--- config.mk ---
export PLATFORM = sky130hd
export DESIGN_NAME = adcs_top
export DESIGN_NICKNAME = d
export VERILOG_FILES = /design/src/adcs_pkg.sv /design/src/adcs_clkdiv.sv /design/src/adcs_sar.sv /design/src/adcs_top.sv
export SDC_FILE = /design/constraint.sdc
export NUM_CORES = 1
export LEC_CHECK = 0
export BUFFER_PORTS_ARGS = -buffer_cell sky130_fd_sc_hd__buf_2
export CAP_MARGIN = 0
export CORE_MARGIN = 4
export CORE_UTILIZATION = 40
export DETAILED_ROUTE_END_ITERATION = 16
export PLACE_DENSITY = 0.72
export SYNTH_ARGS = -nofsm -noshare
export SYNTH_HDL_FRONTEND = slang
export SYNTH_HIERARCHICAL = 1
export SYNTH_SLANG_ARGS = --single-unit
--- constraint.sdc ---
create_clock -name aclk -period 3.1 [get_ports aclk]
set_input_delay 0.465 -clock aclk [delete_from_list [all_inputs] [get_ports aclk]]
set_output_delay 0.465 -clock aclk [all_outputs]
set_load 0.005 [all_outputs]
--- src/adcs_pkg.sv ---
// Package for the converter sequencer control block: offsets, fields, reset values.
// Assumes registers sit one per aligned 32-bit word on AXI4-Lite.
package adcs_pkg;
    // ****************************************
    // Register word indices (bus byte address divided by four)
    // ****************************************
    localparam logic [7:0] ADDR_RESULT_LOW = 8'h20;
    localparam logic [7:0] ADDR_RESULT_HIGH = 8'h21;
    localparam logic [7:0] ADDR_CONTROL = 8'h22;
    localparam logic [7:0] ADDR_CLOCK = 8'h23;
    localparam logic [7:0] ADDR_IRQ_STATUS = 8'h24;
    localparam logic [7:0] ADDR_IRQ_ENABLE = 8'h25;
    localparam logic [7:0] ADDR_IRQ_CLEAR = 8'h26;
    localparam int REG_IDX_BITS = 8;

    // ****************************************
    // Field positions and reset values
    // ****************************************
    localparam int CTRL_START_BIT = 7;
    localparam int CTRL_DONE_BIT = 6;
    localparam logic [7:0] CTRL_RESET = 8'h40;
    localparam logic [7:0] CLK_RESET = 8'h04;
    localparam logic [7:0] CLK_WRITE_MASK = 8'h83;

    // ****************************************
    // Converter timing
    // ****************************************
    localparam int RESULT_BITS = 9;
    localparam logic [1:0] CLK_DIV2 = 2'h0;
    localparam logic [1:0] CLK_DIV8 = 2'h1;
    localparam logic [1:0] CLK_DIV32 = 2'h2;
    localparam logic [5:0] DIV2_TERM = 6'h01;
    localparam logic [5:0] DIV8_TERM = 6'h07;
    localparam logic [5:0] DIV32_TERM = 6'h1F;
    localparam int CONV_TICKS = 2 * RESULT_BITS; // Settle tick plus decide tick per bit

    typedef enum logic [1:0] {ST_IDLE, ST_ARMED, ST_CONVERT} adcs_state_t;
endpackage : adcs_pkg

--- src/adcs_clkdiv.sv ---
// Converter clock divider: one-cycle tick at fsys/2, /8 or /32.
// Assumes a synchronous active-low reset on aclk.
`timescale 1ns/1ps
`default_nettype none
module adcs_clkdiv
    import adcs_pkg::*;
(
    // Clock and reset
    input wire logic aclk,
    input wire logic aresetn,
    // Control
    input wire logic [1:0] clock_sel,
    input wire logic restart,
    // Tick out
    output logic tick
);
    logic [5:0] count;
    logic [5:0] next_count;
    logic [5:0] term;

    // Terminal count by selected source
    always_comb
    begin
        case (clock_sel)
            CLK_DIV2: term = DIV2_TERM;
            CLK_DIV8: term = DIV8_TERM;
            CLK_DIV32: term = DIV32_TERM;
            default: term = DIV32_TERM; // Undefined code runs slowest
        endcase
        tick = (count >= term);
        if (restart || tick)
            next_count = 6'h00;
        else
            next_count = count + 6'h01;
    end

    // Count register
    always_ff @(posedge aclk)
    begin
        if (!aresetn)
            count <= 6'h00;
        else
            count <= next_count;
    end
endmodule : adcs_clkdiv
`default_nettype wire

--- src/adcs_sar.sv ---
// Successive-approximation step logic: trial bits MSB first, one bit per two ticks.
// Assumes the comparator level is already synchronised to aclk.
`timescale 1ns/1ps
`default_nettype none
module adcs_sar
    import adcs_pkg::*;
#(
    parameter int WIDTH = RESULT_BITS
)
(
    // Clock and reset
    input wire logic aclk,
    input wire logic aresetn,
    // Control
    input wire logic go,
    input wire logic tick,
    input wire logic comp_high,
    // Trial value and completion
    output logic [WIDTH-1:0] trial,
    output logic finished
);
    logic [WIDTH-1:0] mask;
    logic [WIDTH-1:0] next_mask;
    logic [WIDTH-1:0] next_trial;
    logic next_finished;
    logic phase;
    logic next_phase;

    // Settle on one tick, keep or drop trial bit on the next
    always_comb
    begin
        next_mask = mask;
        next_trial = trial;
        next_phase = phase;
        next_finished = 1'b0;
        if (go)
        begin
            next_mask = {1'b1, {(WIDTH-1){1'b0}}};
            next_trial = {1'b1, {(WIDTH-1){1'b0}}};
            next_phase = 1'b0;
        end
        else if (tick && (mask != '0))
        begin
            // Synchronised comparator lags the trial code by two clocks
            next_phase = !phase;
            if (phase)
            begin
                if (!comp_high)
                    next_trial = trial & ~mask;
                next_mask = mask >> 1;
                next_trial = next_trial | (mask >> 1);
                next_finished = (mask[0] == 1'b1);
            end
        end
    end

    // State registers
    always_ff @(posedge aclk)
    begin
        if (!aresetn)
        begin
            mask <= '0;
            phase <= 1'b0;
            trial <= '0;
            finished <= 1'b0;
        end
        else
        begin
            mask <= next_mask;
            phase <= next_phase;
            trial <= next_trial;
            finished <= next_finished;
        end
    end
endmodule : adcs_sar
`default_nettype wire

--- src/adcs_top.sv ---
// Converter sequencer control: registers over AXI4-Lite, start sequencing, result, interrupt.
// Assumes the analog core gives a comparator level on a pin and takes the trial code.
// Contract
// - Nine-bit result: high byte bits 8..1, low byte bit 7 holds bit 0.
// - Both result registers are read-only; writes leave the result intact.
// - Control bits 2..0 select input 0 to 3; top bit set is unusable.
// - Control bits 5..3 assign zero to four port lines analog; zero powers off.
// - Analog lines lose digital function and pull-up; converter powers up.
// - Start bit rising resets converter and forces done flag to one.
// - Start rising then falling begins conversion on the selected channel.
// - Completion clears done flag and sets the interrupt request flag.
// - Clock register bits 1..0 choose the converter clock source.
// - Clock select codes: 00 fsys/2, 01 fsys/8, 10 fsys/32, 11 undefined.
//
// Decided for this implementation: the AXI4-Lite slave port.
`timescale 1ns/1ps
`default_nettype none
module adcs_top
    import adcs_pkg::*;
(
    // Clock and reset
    input wire logic aclk,
    input wire logic aresetn,
    // AXI4-Lite write address and data
    input wire logic [31:0] s_axi_awaddr,
    input wire logic s_axi_awvalid,
    output logic s_axi_awready,
    input wire logic [31:0] s_axi_wdata,
    input wire logic [3:0] s_axi_wstrb,
    input wire logic s_axi_wvalid,
    output logic s_axi_wready,
    // AXI4-Lite write response
    output logic [1:0] s_axi_bresp,
    output logic s_axi_bvalid,
    input wire logic s_axi_bready,
    // AXI4-Lite read
    input wire logic [31:0] s_axi_araddr,
    input wire logic s_axi_arvalid,
    output logic s_axi_arready,
    output logic [31:0] s_axi_rdata,
    output logic [1:0] s_axi_rresp,
    output logic s_axi_rvalid,
    input wire logic s_axi_rready,
    // Analog core
    input wire logic comp_high,
    output logic [RESULT_BITS-1:0] dac_code,
    output logic [3:0] analog_input_sel,
    output logic converter_power,
    output logic test_mode,
    // Port B line control
    output logic [3:0] port_b_analog,
    // Interrupt
    output logic irq
);
    // ****************************************
    // Register state
    // ****************************************
    logic [5:0] cfg, next_cfg;
    logic start_bit, next_start_bit;
    logic done_flag_n, next_done_flag_n;
    logic [7:0] clk_reg, next_clk_reg;
    logic [RESULT_BITS-1:0] result, next_result;
    logic irq_status, next_irq_status;
    logic irq_enable, next_irq_enable;
    adcs_state_t state, next_state;

    // ****************************************
    // Bus slave state
    // ****************************************
    logic aw_held, next_aw_held;
    logic w_held, next_w_held;
    logic [7:0] aw_addr, next_aw_addr;
    logic [31:0] w_data, next_w_data;
    logic w_lane0, next_w_lane0;
    logic bvalid, next_bvalid;
    logic [1:0] bresp, next_bresp;
    logic rvalid, next_rvalid;
    logic [31:0] rdata, next_rdata;
    logic [1:0] rresp, next_rresp;

    // Comparator synchroniser
    logic comp_meta;
    logic comp_sync;

    logic do_write;
    logic conv_tick;
    logic sar_go;
    logic sar_done;
    logic [RESULT_BITS-1:0] trial;

    // Address maps to a register
    function automatic logic addr_mapped(input logic [7:0] a);
        addr_mapped = (a >= ADDR_RESULT_LOW) && (a <= ADDR_IRQ_CLEAR);
    endfunction : addr_mapped

    // Register word index of a bus byte address
    function automatic logic [7:0] word_addr(input logic [31:0] a);
        word_addr = a[REG_IDX_BITS+1:2];
    endfunction : word_addr

    // Converter clock divider
    adcs_clkdiv u_clkdiv (
        .aclk(aclk),
        .aresetn(aresetn),
        .clock_sel(clk_reg[1:0]),
        .restart(sar_go),
        .tick(conv_tick)
    );

    // Approximation sequencer
    adcs_sar #(.WIDTH(RESULT_BITS)) u_sar (
        .aclk(aclk),
        .aresetn(aresetn),
        .go(sar_go),
        .tick(conv_tick),
        .comp_high(comp_sync),
        .trial(trial),
        .finished(sar_done)
    );

    // ****************************************
    // AXI4-Lite handshakes
    // ****************************************
    assign s_axi_awready = !aw_held && !bvalid;
    assign s_axi_wready = !w_held && !bvalid;
    assign s_axi_arready = !rvalid;
    assign s_axi_bvalid = bvalid;
    assign s_axi_bresp = bresp;
    assign s_axi_rvalid = rvalid;
    assign s_axi_rdata = rdata;
    assign s_axi_rresp = rresp;
    assign do_write = aw_held && w_held && !bvalid;

    // Bus channel capture, response and read data
    always_comb
    begin
        next_aw_held = aw_held;
        next_w_held = w_held;
        next_aw_addr = aw_addr;
        next_w_data = w_data;
        next_w_lane0 = w_lane0;
        next_bvalid = bvalid;
        next_bresp = bresp;
        next_rvalid = rvalid;
        next_rdata = rdata;
        next_rresp = rresp;
        if (s_axi_awvalid && s_axi_awready)
        begin
            next_aw_held = 1'b1;
            next_aw_addr = word_addr(s_axi_awaddr);
        end
        if (s_axi_wvalid && s_axi_wready)
        begin
            next_w_held = 1'b1;
            next_w_data = s_axi_wdata;
            next_w_lane0 = s_axi_wstrb[0];
        end
        if (do_write)
        begin
            next_aw_held = 1'b0;
            next_w_held = 1'b0;
            next_bvalid = 1'b1;
            next_bresp = addr_mapped(aw_addr) ? 2'h0 : 2'h2;
        end
        if (bvalid && s_axi_bready)
            next_bvalid = 1'b0;
        if (s_axi_arvalid && s_axi_arready)
        begin
            next_rvalid = 1'b1;
            next_rresp = addr_mapped(word_addr(s_axi_araddr)) ? 2'h0 : 2'h2;
            case (word_addr(s_axi_araddr))
                ADDR_RESULT_LOW: next_rdata = {24'h000000, result[0], 7'h00};
                ADDR_RESULT_HIGH: next_rdata = {24'h000000, result[8:1]};
                ADDR_CONTROL: next_rdata = {24'h000000, start_bit, done_flag_n, cfg};
                ADDR_CLOCK: next_rdata = {24'h000000, clk_reg};
                ADDR_IRQ_STATUS: next_rdata = {31'h00000000, irq_status};
                ADDR_IRQ_ENABLE: next_rdata = {31'h00000000, irq_enable};
                default: next_rdata = 32'h00000000;
            endcase
        end
        else if (rvalid && s_axi_rready)
            next_rvalid = 1'b0;
    end

    // ****************************************
    // Control registers and sequencing
    // ****************************************
    always_comb
    begin
        next_cfg = cfg;
        next_start_bit = start_bit;
        next_clk_reg = clk_reg;
        next_irq_enable = irq_enable;
        next_irq_status = irq_status;
        next_done_flag_n = done_flag_n;
        next_result = result;
        next_state = state;
        sar_go = 1'b0;
        // Result registers take no writes
        if (do_write && w_lane0)
        begin
            case (aw_addr)
                ADDR_CONTROL:
                begin
                    next_cfg = w_data[5:0];
                    next_start_bit = w_data[CTRL_START_BIT]; // Done flag bit ignored
                end
                ADDR_CLOCK: next_clk_reg = w_data[7:0] & CLK_WRITE_MASK;
                ADDR_IRQ_ENABLE: next_irq_enable = w_data[0];
                ADDR_IRQ_CLEAR:
                begin
                    if (w_data[0])
                        next_irq_status = 1'b0;
                end
                default: next_cfg = cfg;
            endcase
        end
        // Start rising resets converter, sets done flag
        if (!start_bit && next_start_bit)
        begin
            next_state = ST_ARMED;
            next_done_flag_n = 1'b1;
        end
        else
        begin
            case (state)
                ST_IDLE: next_state = ST_IDLE;
                ST_ARMED:
                begin
                    if (start_bit && !next_start_bit)
                    begin
                        sar_go = 1'b1;
                        next_state = ST_CONVERT;
                    end
                end
                ST_CONVERT:
                begin
                    if (sar_done)
                    begin
                        next_result = trial;
                        next_done_flag_n = 1'b0;
                        next_irq_status = 1'b1;
                        next_state = ST_IDLE;
                    end
                end
                default: next_state = ST_IDLE;
            endcase
        end
    end

    // Register updates
    always_ff @(posedge aclk)
    begin
        if (!aresetn)
        begin
            cfg <= CTRL_RESET[5:0];
            start_bit <= CTRL_RESET[CTRL_START_BIT];
            done_flag_n <= CTRL_RESET[CTRL_DONE_BIT];
            clk_reg <= CLK_RESET;
            result <= '0;
            irq_status <= 1'b0;
            irq_enable <= 1'b0;
            state <= ST_IDLE;
            aw_held <= 1'b0;
            w_held <= 1'b0;
            aw_addr <= 8'h00;
            w_data <= 32'h00000000;
            w_lane0 <= 1'b0;
            bvalid <= 1'b0;
            bresp <= 2'h0;
            rvalid <= 1'b0;
            rdata <= 32'h00000000;
            rresp <= 2'h0;
            comp_meta <= 1'b0;
            comp_sync <= 1'b0;
        end
        else
        begin
            cfg <= next_cfg;
            start_bit <= next_start_bit;
            done_flag_n <= next_done_flag_n;
            clk_reg <= next_clk_reg;
            result <= next_result;
            irq_status <= next_irq_status;
            irq_enable <= next_irq_enable;
            state <= next_state;
            aw_held <= next_aw_held;
            w_held <= next_w_held;
            aw_addr <= next_aw_addr;
            w_data <= next_w_data;
            w_lane0 <= next_w_lane0;
            bvalid <= next_bvalid;
            bresp <= next_bresp;
            rvalid <= next_rvalid;
            rdata <= next_rdata;
            rresp <= next_rresp;
            comp_meta <= comp_high;
            comp_sync <= comp_meta;
        end
    end

    // ****************************************
    // Analog side outputs
    // ****************************************
    // Port lines made analog by assignment code
    always_comb
    begin
        if (cfg[5])
            port_b_analog = 4'hF;
        else
            case (cfg[4:3])
                2'h1: port_b_analog = 4'h1;
                2'h2: port_b_analog = 4'h3;
                2'h3: port_b_analog = 4'h7;
                default: port_b_analog = 4'h0;
            endcase
    end

    // Channel one-hot; top bit set selects none
    always_comb
    begin
        analog_input_sel = 4'h0;
        if (!cfg[2])
            analog_input_sel[cfg[1:0]] = 1'b1;
    end

    assign converter_power = (port_b_analog != 4'h0);
    assign dac_code = trial;
    assign test_mode = clk_reg[7];
    assign irq = irq_status && irq_enable;
endmodule : adcs_top
`default_nettype wire

# Yosys cells after proc, flatten, opt, wreduce, memory -nomap -nowiden
# Cells that the tools add are included.
[op_classes] order_cmp=7 multipliers=0 n_bitwise=7 n_reduce_logical=46 n_div=0 shift=0 eq_ne=20 mux=36 addsub=1
[ops] operator="$mux 9" count=10
[ops] operator="$eq 8x6->1 const B" count=10
[ops] operator="$pmux 8 s6" count=1
[ops] operator="$logic_and 1x1->1" count=17
[ops] operator="$ge 8x6->1 const B" count=2
[ops] operator="$le 8x6->1 const B" count=2
[ops] operator="$reduce_and 2->1" count=8
[ops] operator="$mux 1" count=15
[ops] operator="$pmux 5 s2" count=1
[ops] operator="$reduce_or 2->1" count=5
[ops] operator="$and 9x9->9" count=1
[ops] operator="$not 9->9" count=1
[ops] operator="$or 9x8->9" count=1
[ops] operator="$pmux 3 s3" count=1
[ops] operator="$reduce_bool 9->1" count=1
[ops] operator="$mux 2" count=4
[ops] operator="$mux 4" count=2
[ops] operator="$logic_not 1->1" count=7
[ops] operator="$add 6x1->6 const B" count=1
[ops] operator="$eq 2x1->1 const B" count=3
[ops] operator="$eq 2x2->1 const B" count=3
[ops] operator="$ge 6x5->1" count=1
[ops] operator="$reduce_bool 2->1" count=3
[ops] operator="$not 1->1" count=4
[ops] operator="other kinds (13)" count=13
[word_totals] ff_bits=110 out_inout_bits=61 latch_bits=0 ramBits=0 mem_count=0 inputBits=108 elab_cells=145 rom_bits=0

# Depth between registers and ports, before layout
[depth] word_depth=14 mapped_depth=11 depth_no_buf=9

# By module
# Netlist, hierarchy kept.
[by_module_without_submodules] module="adcs_top" instances=1 cells_per_inst=307 seq_area_each_um2=1141.1 area_per_inst_um2=2691.3
[by_module_without_submodules] module="adcs_sar" instances=1 cells_per_inst=92 seq_area_each_um2=400.4 area_per_inst_um2=782.0
[by_module_without_submodules] module="adcs_clkdiv" instances=1 cells_per_inst=40 seq_area_each_um2=120.1 area_per_inst_um2=357.8

# Least setup slack after synthesis
# OpenSTA, ideal clock, no wires.
[synth_path] kind="register to register" start="reg aw_addr[3]" end="reg u_sar.phase" stages_incl_launch_ff=11 period_less_slack_ns=3.483 arrival_time_ns=3.356 slack_ns=-0.383 required_time_ns=2.973 setup_ns=0.127 path_buffers=1 cell_sequence="dfxtp_1 -> or4b_4 -> buf_6 -> nor4_4 -> mux2i_1 -> inv_1 -> ha_1 -> nor4bb_1 -> and3b_1 -> and4_1 -> or3_1"
[synth_via] elab_chain_len=9 elab_cells_between_ends=10 classes_between="eq/ne: 1; mux: 5; reduce/logical: 4"
[synth_rtl] element="from (decl)" line="adcs_top.sv:72" source="logic [7:0] aw_addr, next_aw_addr;"
[synth_rtl] element="from (signal assigned)" line="adcs_top.sv:289" source="aw_addr <= next_aw_addr;"
[synth_rtl] element="$eq 8x6->1 (*)" line="adcs_top.sv:202" source="case (aw_addr)"
[synth_rtl] element="$mux 1 (*)" line="adcs_top.sv:202"
[synth_rtl] element="$mux 1 (*)" line="adcs_top.sv:200" source="if (do_write && w_lane0)"
[synth_rtl] element="named net next_start_bit" line="adcs_top.sv:59" source="logic start_bit, next_start_bit;"
[synth_rtl] element="$logic_not 1->1" line="adcs_top.sv:230" source="if (start_bit && !next_start_bit)"
[synth_rtl] element="$logic_and 1x1->1" line="adcs_top.sv:230"
[synth_rtl] element="$mux 1" line="adcs_top.sv:230"
[synth_rtl] element="$mux 1" line="adcs_top.sv:226" source="case (state)"
[synth_rtl] element="$mux 1 (*)" line="adcs_top.sv:219" source="if (!start_bit && next_start_bit)"
[synth_rtl] element="named net sar_go" line="adcs_top.sv:87" source="logic sar_go;"
[synth_rtl] element="$reduce_or 2->1 (no source line) (*)"
[synth_rtl] element="to (signal assigned)" line="adcs_sar.sv:70" source="phase <= next_phase;"
[synth_rtl] element="to (decl)" line="adcs_sar.sv:26" source="logic phase;"
# The timed path passes the listed nets; every way through them passes the cells marked *.
# A chain may end at the register's enable or synchronous reset.

# Worst setup path after layout
[layout_path] start="reg aw_addr[4]" end="reg u_sar.phase"
[layout_via] elab_chain_len=9 elab_cells_between_ends=10 classes_between="eq/ne: 1; mux: 5; reduce/logical: 4"
[layout_rtl] element="$eq 8x6->1 (*)" line="adcs_top.sv:202"
[layout_rtl] element="$mux 1 (*)" line="adcs_top.sv:202"
[layout_rtl] element="$mux 1 (*)" line="adcs_top.sv:200"
[layout_rtl] element="$logic_not 1->1" line="adcs_top.sv:230"
[layout_rtl] element="$logic_and 1x1->1" line="adcs_top.sv:230"
[layout_rtl] element="$mux 1" line="adcs_top.sv:230"
[layout_rtl] element="$mux 1" line="adcs_top.sv:226"
[layout_rtl] element="$mux 1 (*)" line="adcs_top.sv:219"
[layout_rtl] element="named net sar_go" line="adcs_top.sv:87"
[layout_rtl] element="$reduce_or 2->1 (no source line) (*)"
# Marked as above.

==> impl_metrics.xml <==
<?xml version="1.0" encoding="UTF-8"?>
<metrics>
  <group name="status">
    <metric name="run_status" unit="">finished, final reports clean</metric>
  </group>
  <group name="clock_network">
    <metric name="clkSinkCount" unit="">83</metric>
    <metric name="cts_root_buffer" unit="">sky130_fd_sc_hd__clkbuf_8</metric>
    <metric name="tritoncts" unit="">yes</metric>
    <metric name="cts_made_buffers" unit="">9</metric>
    <metric name="holdBufCountCts" unit="">0</metric>
    <metric name="clock_network_latency_to_the_later_pin_of_the_worst_skew_pair" unit="ps">350</metric>
    <metric name="cts.clk_slew.worst_paths" unit="ps">80</metric>
    <metric name="clock_tree.buffer_depth" unit="">2</metric>
    <metric name="htreeDepth" unit="">3</metric>
  </group>
  <group name="cells_and_area">
    <metric name="layout_area_overhead" unit="%">17.7</metric>
    <metric name="antennaDiodeCount" unit="">0</metric>
    <metric name="fin_util" unit="%">48.6</metric>
    <metric name="register_area" unit="sq mm">0.00167</metric>
    <metric name="largest_registers" unit="">result x9, u_sar/mask x9, u_sar/trial x9</metric>
    <metric name="area_occupied_by_multi_input_gates" unit="sq mm">0.00198</metric>
    <metric name="final_cell_area" unit="sq mm">0.00451</metric>
    <metric name="drive_above_1_share" unit="%">22.8</metric>
    <metric name="filler_cell_count" unit="">897</metric>
    <metric name="finish.net_count" unit="">623</metric>
  </group>
  <group name="sta">
    <metric name="fin_worst_skew" unit="ps">11.6</metric>
    <metric name="rsz0062_at_grt" unit="">yes</metric>
    <metric name="min_period" unit="ps">3050</metric>
    <metric name="fmax" unit="MHz">328</metric>
    <metric name="fin_crit_sh" unit="%">98.2</metric>
    <metric name="worst_slack" unit="ps">54.7</metric>
    <metric name="slew_headroom" unit="%">36.5</metric>
    <metric name="maxSlewViolCount" unit="">0</metric>
    <metric name="setup_viol" unit="">0</metric>
    <metric name="worst_slew_pin_slew" unit="ps">952</metric>
    <metric name="finalHoldViolCount" unit="">0</metric>
  </group>
  <group name="critical_path">
    <metric name="arrival" unit="ps">3270</metric>
    <metric name="critical_path_required" unit="ps">3320</metric>
    <metric name="reg2reg_setup_slack" unit="ps">50</metric>
    <metric name="setup_cp_type" unit="">reg -&gt; reg</metric>
    <metric name="critical_path.startpoint_type" unit="">flip-flop</metric>
    <metric name="reg2regPathDepth" unit="">10</metric>
    <metric name="worst-path-max-fanout" unit="">5</metric>
    <metric name="r2r_start" unit="">aw_addr[4]$_SDFFE_PN0P_</metric>
    <metric name="cp-end-kind" unit="">flip-flop</metric>
    <metric name="r2r-end" unit="">u_sar/phase$_SDFFE_PP0P_</metric>
  </group>
  <group name="synthesis">
    <metric name="netlist-cell-type-count" unit="">55</metric>
    <metric name="syn_inst" unit="">439</metric>
    <metric name="async_reset_ff_share" unit="%">0</metric>
    <metric name="syn-cell-area" unit="sq mm">0.00383</metric>
    <metric name="synth_area_leader_cell" unit="">sky130_fd_sc_hd__dfxtp_1</metric>
    <metric name="primary_ff_master_synth" unit="">sky130_fd_sc_hd__dfxtp_1</metric>
    <metric name="ys_top_cells_by_area" unit="">sky130_fd_sc_hd__dfxtp_1 43%, sky130_fd_sc_hd__nand2_1 8.0%, sky130_fd_sc_hd__buf_4 5.3%</metric>
    <metric name="synth_enable_flop_cells" unit="">0</metric>
    <metric name="synth_top_cell_area_share" unit="%">43.4</metric>
    <metric name="synth_most_common_cell" unit="">sky130_fd_sc_hd__dfxtp_1</metric>
    <metric name="synth_sequential_area_ratio" unit="%">43.4</metric>
    <metric name="post_synth_most_frequent_cells" unit="">83 x sky130_fd_sc_hd__dfxtp_1, 82 x sky130_fd_sc_hd__nand2_1, 27 x sky130_fd_sc_hd__buf_4, 21 x sky130_fd_sc_hd__a21oi_1, 18 x sky130_fd_sc_hd__inv_1</metric>
    <metric name="synth-warning-count" unit="">6</metric>
    <metric name="ys_seq_elements" unit="">83</metric>
    <metric name="synthesis.area_per_instance" unit="sq um">8.73</metric>
  </group>
  <group name="run">
    <metric name="max_cap_violations" unit="">0</metric>
  </group>
  <group name="placed_design">
    <metric name="finalWeightedCongestion" unit="">0.772</metric>
    <metric name="dpl_worst_slack" unit="ps">61.5</metric>
    <metric name="instance_area_at_placement" unit="sq mm">0.00422</metric>
    <metric name="dp.final_hpwl" unit="microns">6210</metric>
    <metric name="io_buffers" unit="">66</metric>
  </group>
  <group name="grt">
    <metric name="grtUsageTotal" unit="%">15.1</metric>
    <metric name="grt_overflow" unit="">0</metric>
    <metric name="vias_in_the_first_global_route" unit="">2931</metric>
    <metric name="number_of_antenna_violations_at_the_first_check_in_global_routing" unit="">0</metric>
    <metric name="grt_max_degree" unit="">65</metric>
    <metric name="grt_first_pass_wirelength" unit="microns">13900</metric>
  </group>
  <group name="floorplanning">
    <metric name="floorplan.core_area" unit="sq mm">0.00928</metric>
    <metric name="starting_density_of_the_core" unit="%">41.3</metric>
    <metric name="num_ports" unit="">169</metric>
    <metric name="num_rows" unit="">35</metric>
    <metric name="dieArea" unit="sq mm">0.0112</metric>
    <metric name="die_x" unit="microns">106</metric>
    <metric name="fp.dieH" unit="microns">106</metric>
  </group>
  <group name="detailed_routing">
    <metric name="drt_first_iter_violations" unit="">229</metric>
    <metric name="routed_via_density" unit="">4.89</metric>
    <metric name="post-route-drc-count" unit="">0</metric>
    <metric name="wire_length_after_detailed_routing" unit="microns">8500</metric>
    <metric name="drtAntennaViolNets" unit="">0</metric>
    <metric name="vias" unit="">3138</metric>
    <metric name="drt_pre_antenna_iters" unit="">4</metric>
    <metric name="average_routed_wire_per_standard_cell" unit="microns">13.2</metric>
  </group>
  <group name="power">
    <metric name="total_leakage_power" unit="nW">1.79</metric>
    <metric name="total_power" unit="mW">2.20</metric>
    <metric name="cellPowerDensity" unit="mW/mm^2">488</metric>
    <metric name="vdd.ir_drop.worst" unit="mV">0.228</metric>
  </group>
  <group name="min_path">
    <metric name="hold_class" unit="">in -&gt; reg</metric>
    <metric name="hold_path_depth" unit="">2</metric>
    <metric name="worst_hold_startpoint" unit="">comp_high</metric>
    <metric name="timing.hold.worst_endpoint" unit="">comp_meta$_SDFF_PN0_</metric>
  </group>
</metrics>
## metal layers
layer	GRT usage, %	share of wire (%)	vias to the layer above	wire, microns
li1	-	-	1583	-
met1	20.3	47	1464	4010
met2	24.0	47	87	3950
met3	3.55	5.6	4	477
met4	4.72	0.72	0	61
met5	0	0	-	0
## worst max-delay path, cell delays in order (launching register included)
cell,delay (ps)
sky130_fd_sc_hd__dfxtp_2,330
sky130_fd_sc_hd__or4b_4,580
sky130_fd_sc_hd__nor4_4,340
sky130_fd_sc_hd__mux2i_2,290
sky130_fd_sc_hd__buf_4,160
sky130_fd_sc_hd__ha_4,120
sky130_fd_sc_hd__nor4bb_4,330
sky130_fd_sc_hd__buf_4,180
sky130_fd_sc_hd__nand4bb_4,150
sky130_fd_sc_hd__a21oi_2,40
sky130_fd_sc_hd__or3_1,380
## power breakdown
group,switching [mW],internal [mW]
sequential,0.0295,1.10
clock,0.388,0.476
combinational,0.124,0.0844
total,0.542,1.66
## repair_timing
action	4_1_cts	5_1_grt
resized for setup	0	7
buffers inserted	0	4
setup endpoints to repair	0	2
## cells in the final DEF, fill, tap and decap left out, types with 5 or more instances in the layout
cell type / n
sky130_fd_sc_hd__o21ai_1: 10
sky130_fd_sc_hd__ha_1: 5
sky130_fd_sc_hd__clkbuf_8: 10
sky130_fd_sc_hd__mux2i_1: 11
sky130_fd_sc_hd__buf_4: 11
sky130_fd_sc_hd__nor3_1: 9
sky130_fd_sc_hd__and2_1: 12
sky130_fd_sc_hd__nand3_1: 7
sky130_fd_sc_hd__nor2b_1: 16
sky130_fd_sc_hd__nand3b_1: 5
sky130_fd_sc_hd__conb_1: 26
sky130_fd_sc_hd__a21boi_0: 14
sky130_fd_sc_hd__nand2_1: 82
sky130_fd_sc_hd__buf_2: 66
sky130_fd_sc_hd__a21boi_1: 14
sky130_fd_sc_hd__nor2_1: 13
sky130_fd_sc_hd__o21ai_0: 10
sky130_fd_sc_hd__inv_1: 17
sky130_fd_sc_hd__dfxtp_1: 79
sky130_fd_sc_hd__a21oi_1: 20
sky130_fd_sc_hd__a22oi_1: 6
## per-stage QoR
step / hold WS (ps) / instances / TNS (ps)
after detailed placement: 435 / 622 / 0
after global placement: 427 / 622 / 0
after CTS: 311 / 638 / 0
final: 324 / 642 / 0
after floorplan: 412 / 464 / -32.9
after global routing: 337 / 642 / -69.4
## area by class of cell
class,instances,share of cell area [%]
inverter,18,1.50
timing repair buffer,77,9.16
sequential,83,37.0
clock inverter,6,1.91
tap,129,3.58
clock buffer,10,3.05
multi-input combinational,319,43.8
## logic make-up (layout without fill, tap and decap cells)
kind of cell	after synthesis	in the layout	synth area share [%]
adders and majority gates	7	7	2.29
and+or+nand+nor	178	178	24.9
buffers and inverters	62	111	9.24
muxes	16	16	4.60
other	1	26	0.0979
AOI/OAI and AO/OA	89	89	14.9
xor gates and xnor gates	3	3	0.686
DFF	83	83	43.4
## worst max path at each step
stage | end | cells past startpoint | slack [ps] | startpoint
2_1_floorplan | u_sar/phase$_SDFFE_PP0P_ | 9 | -30 | aw_addr[0]$_SDFFE_PN0P_
3_3_place_gp | u_sar/phase$_SDFFE_PP0P_ | 9 | 150 | aw_addr[0]$_SDFFE_PN0P_
3_5_place_dp | u_sar/phase$_SDFFE_PP0P_ | 9 | 60 | aw_addr[0]$_SDFFE_PN0P_
4_1_cts | u_sar/phase$_SDFFE_PP0P_ | 9 | 30 | aw_addr[0]$_SDFFE_PN0P_
5_1_grt | u_sar/phase$_SDFFE_PP0P_ | 10 | -70 | aw_addr[4]$_SDFFE_PN0P_
6_report | u_sar/phase$_SDFFE_PP0P_ | 10 | 50 | aw_addr[4]$_SDFFE_PN0P_
Note: power is estimated with default switching activity, not from simulation.
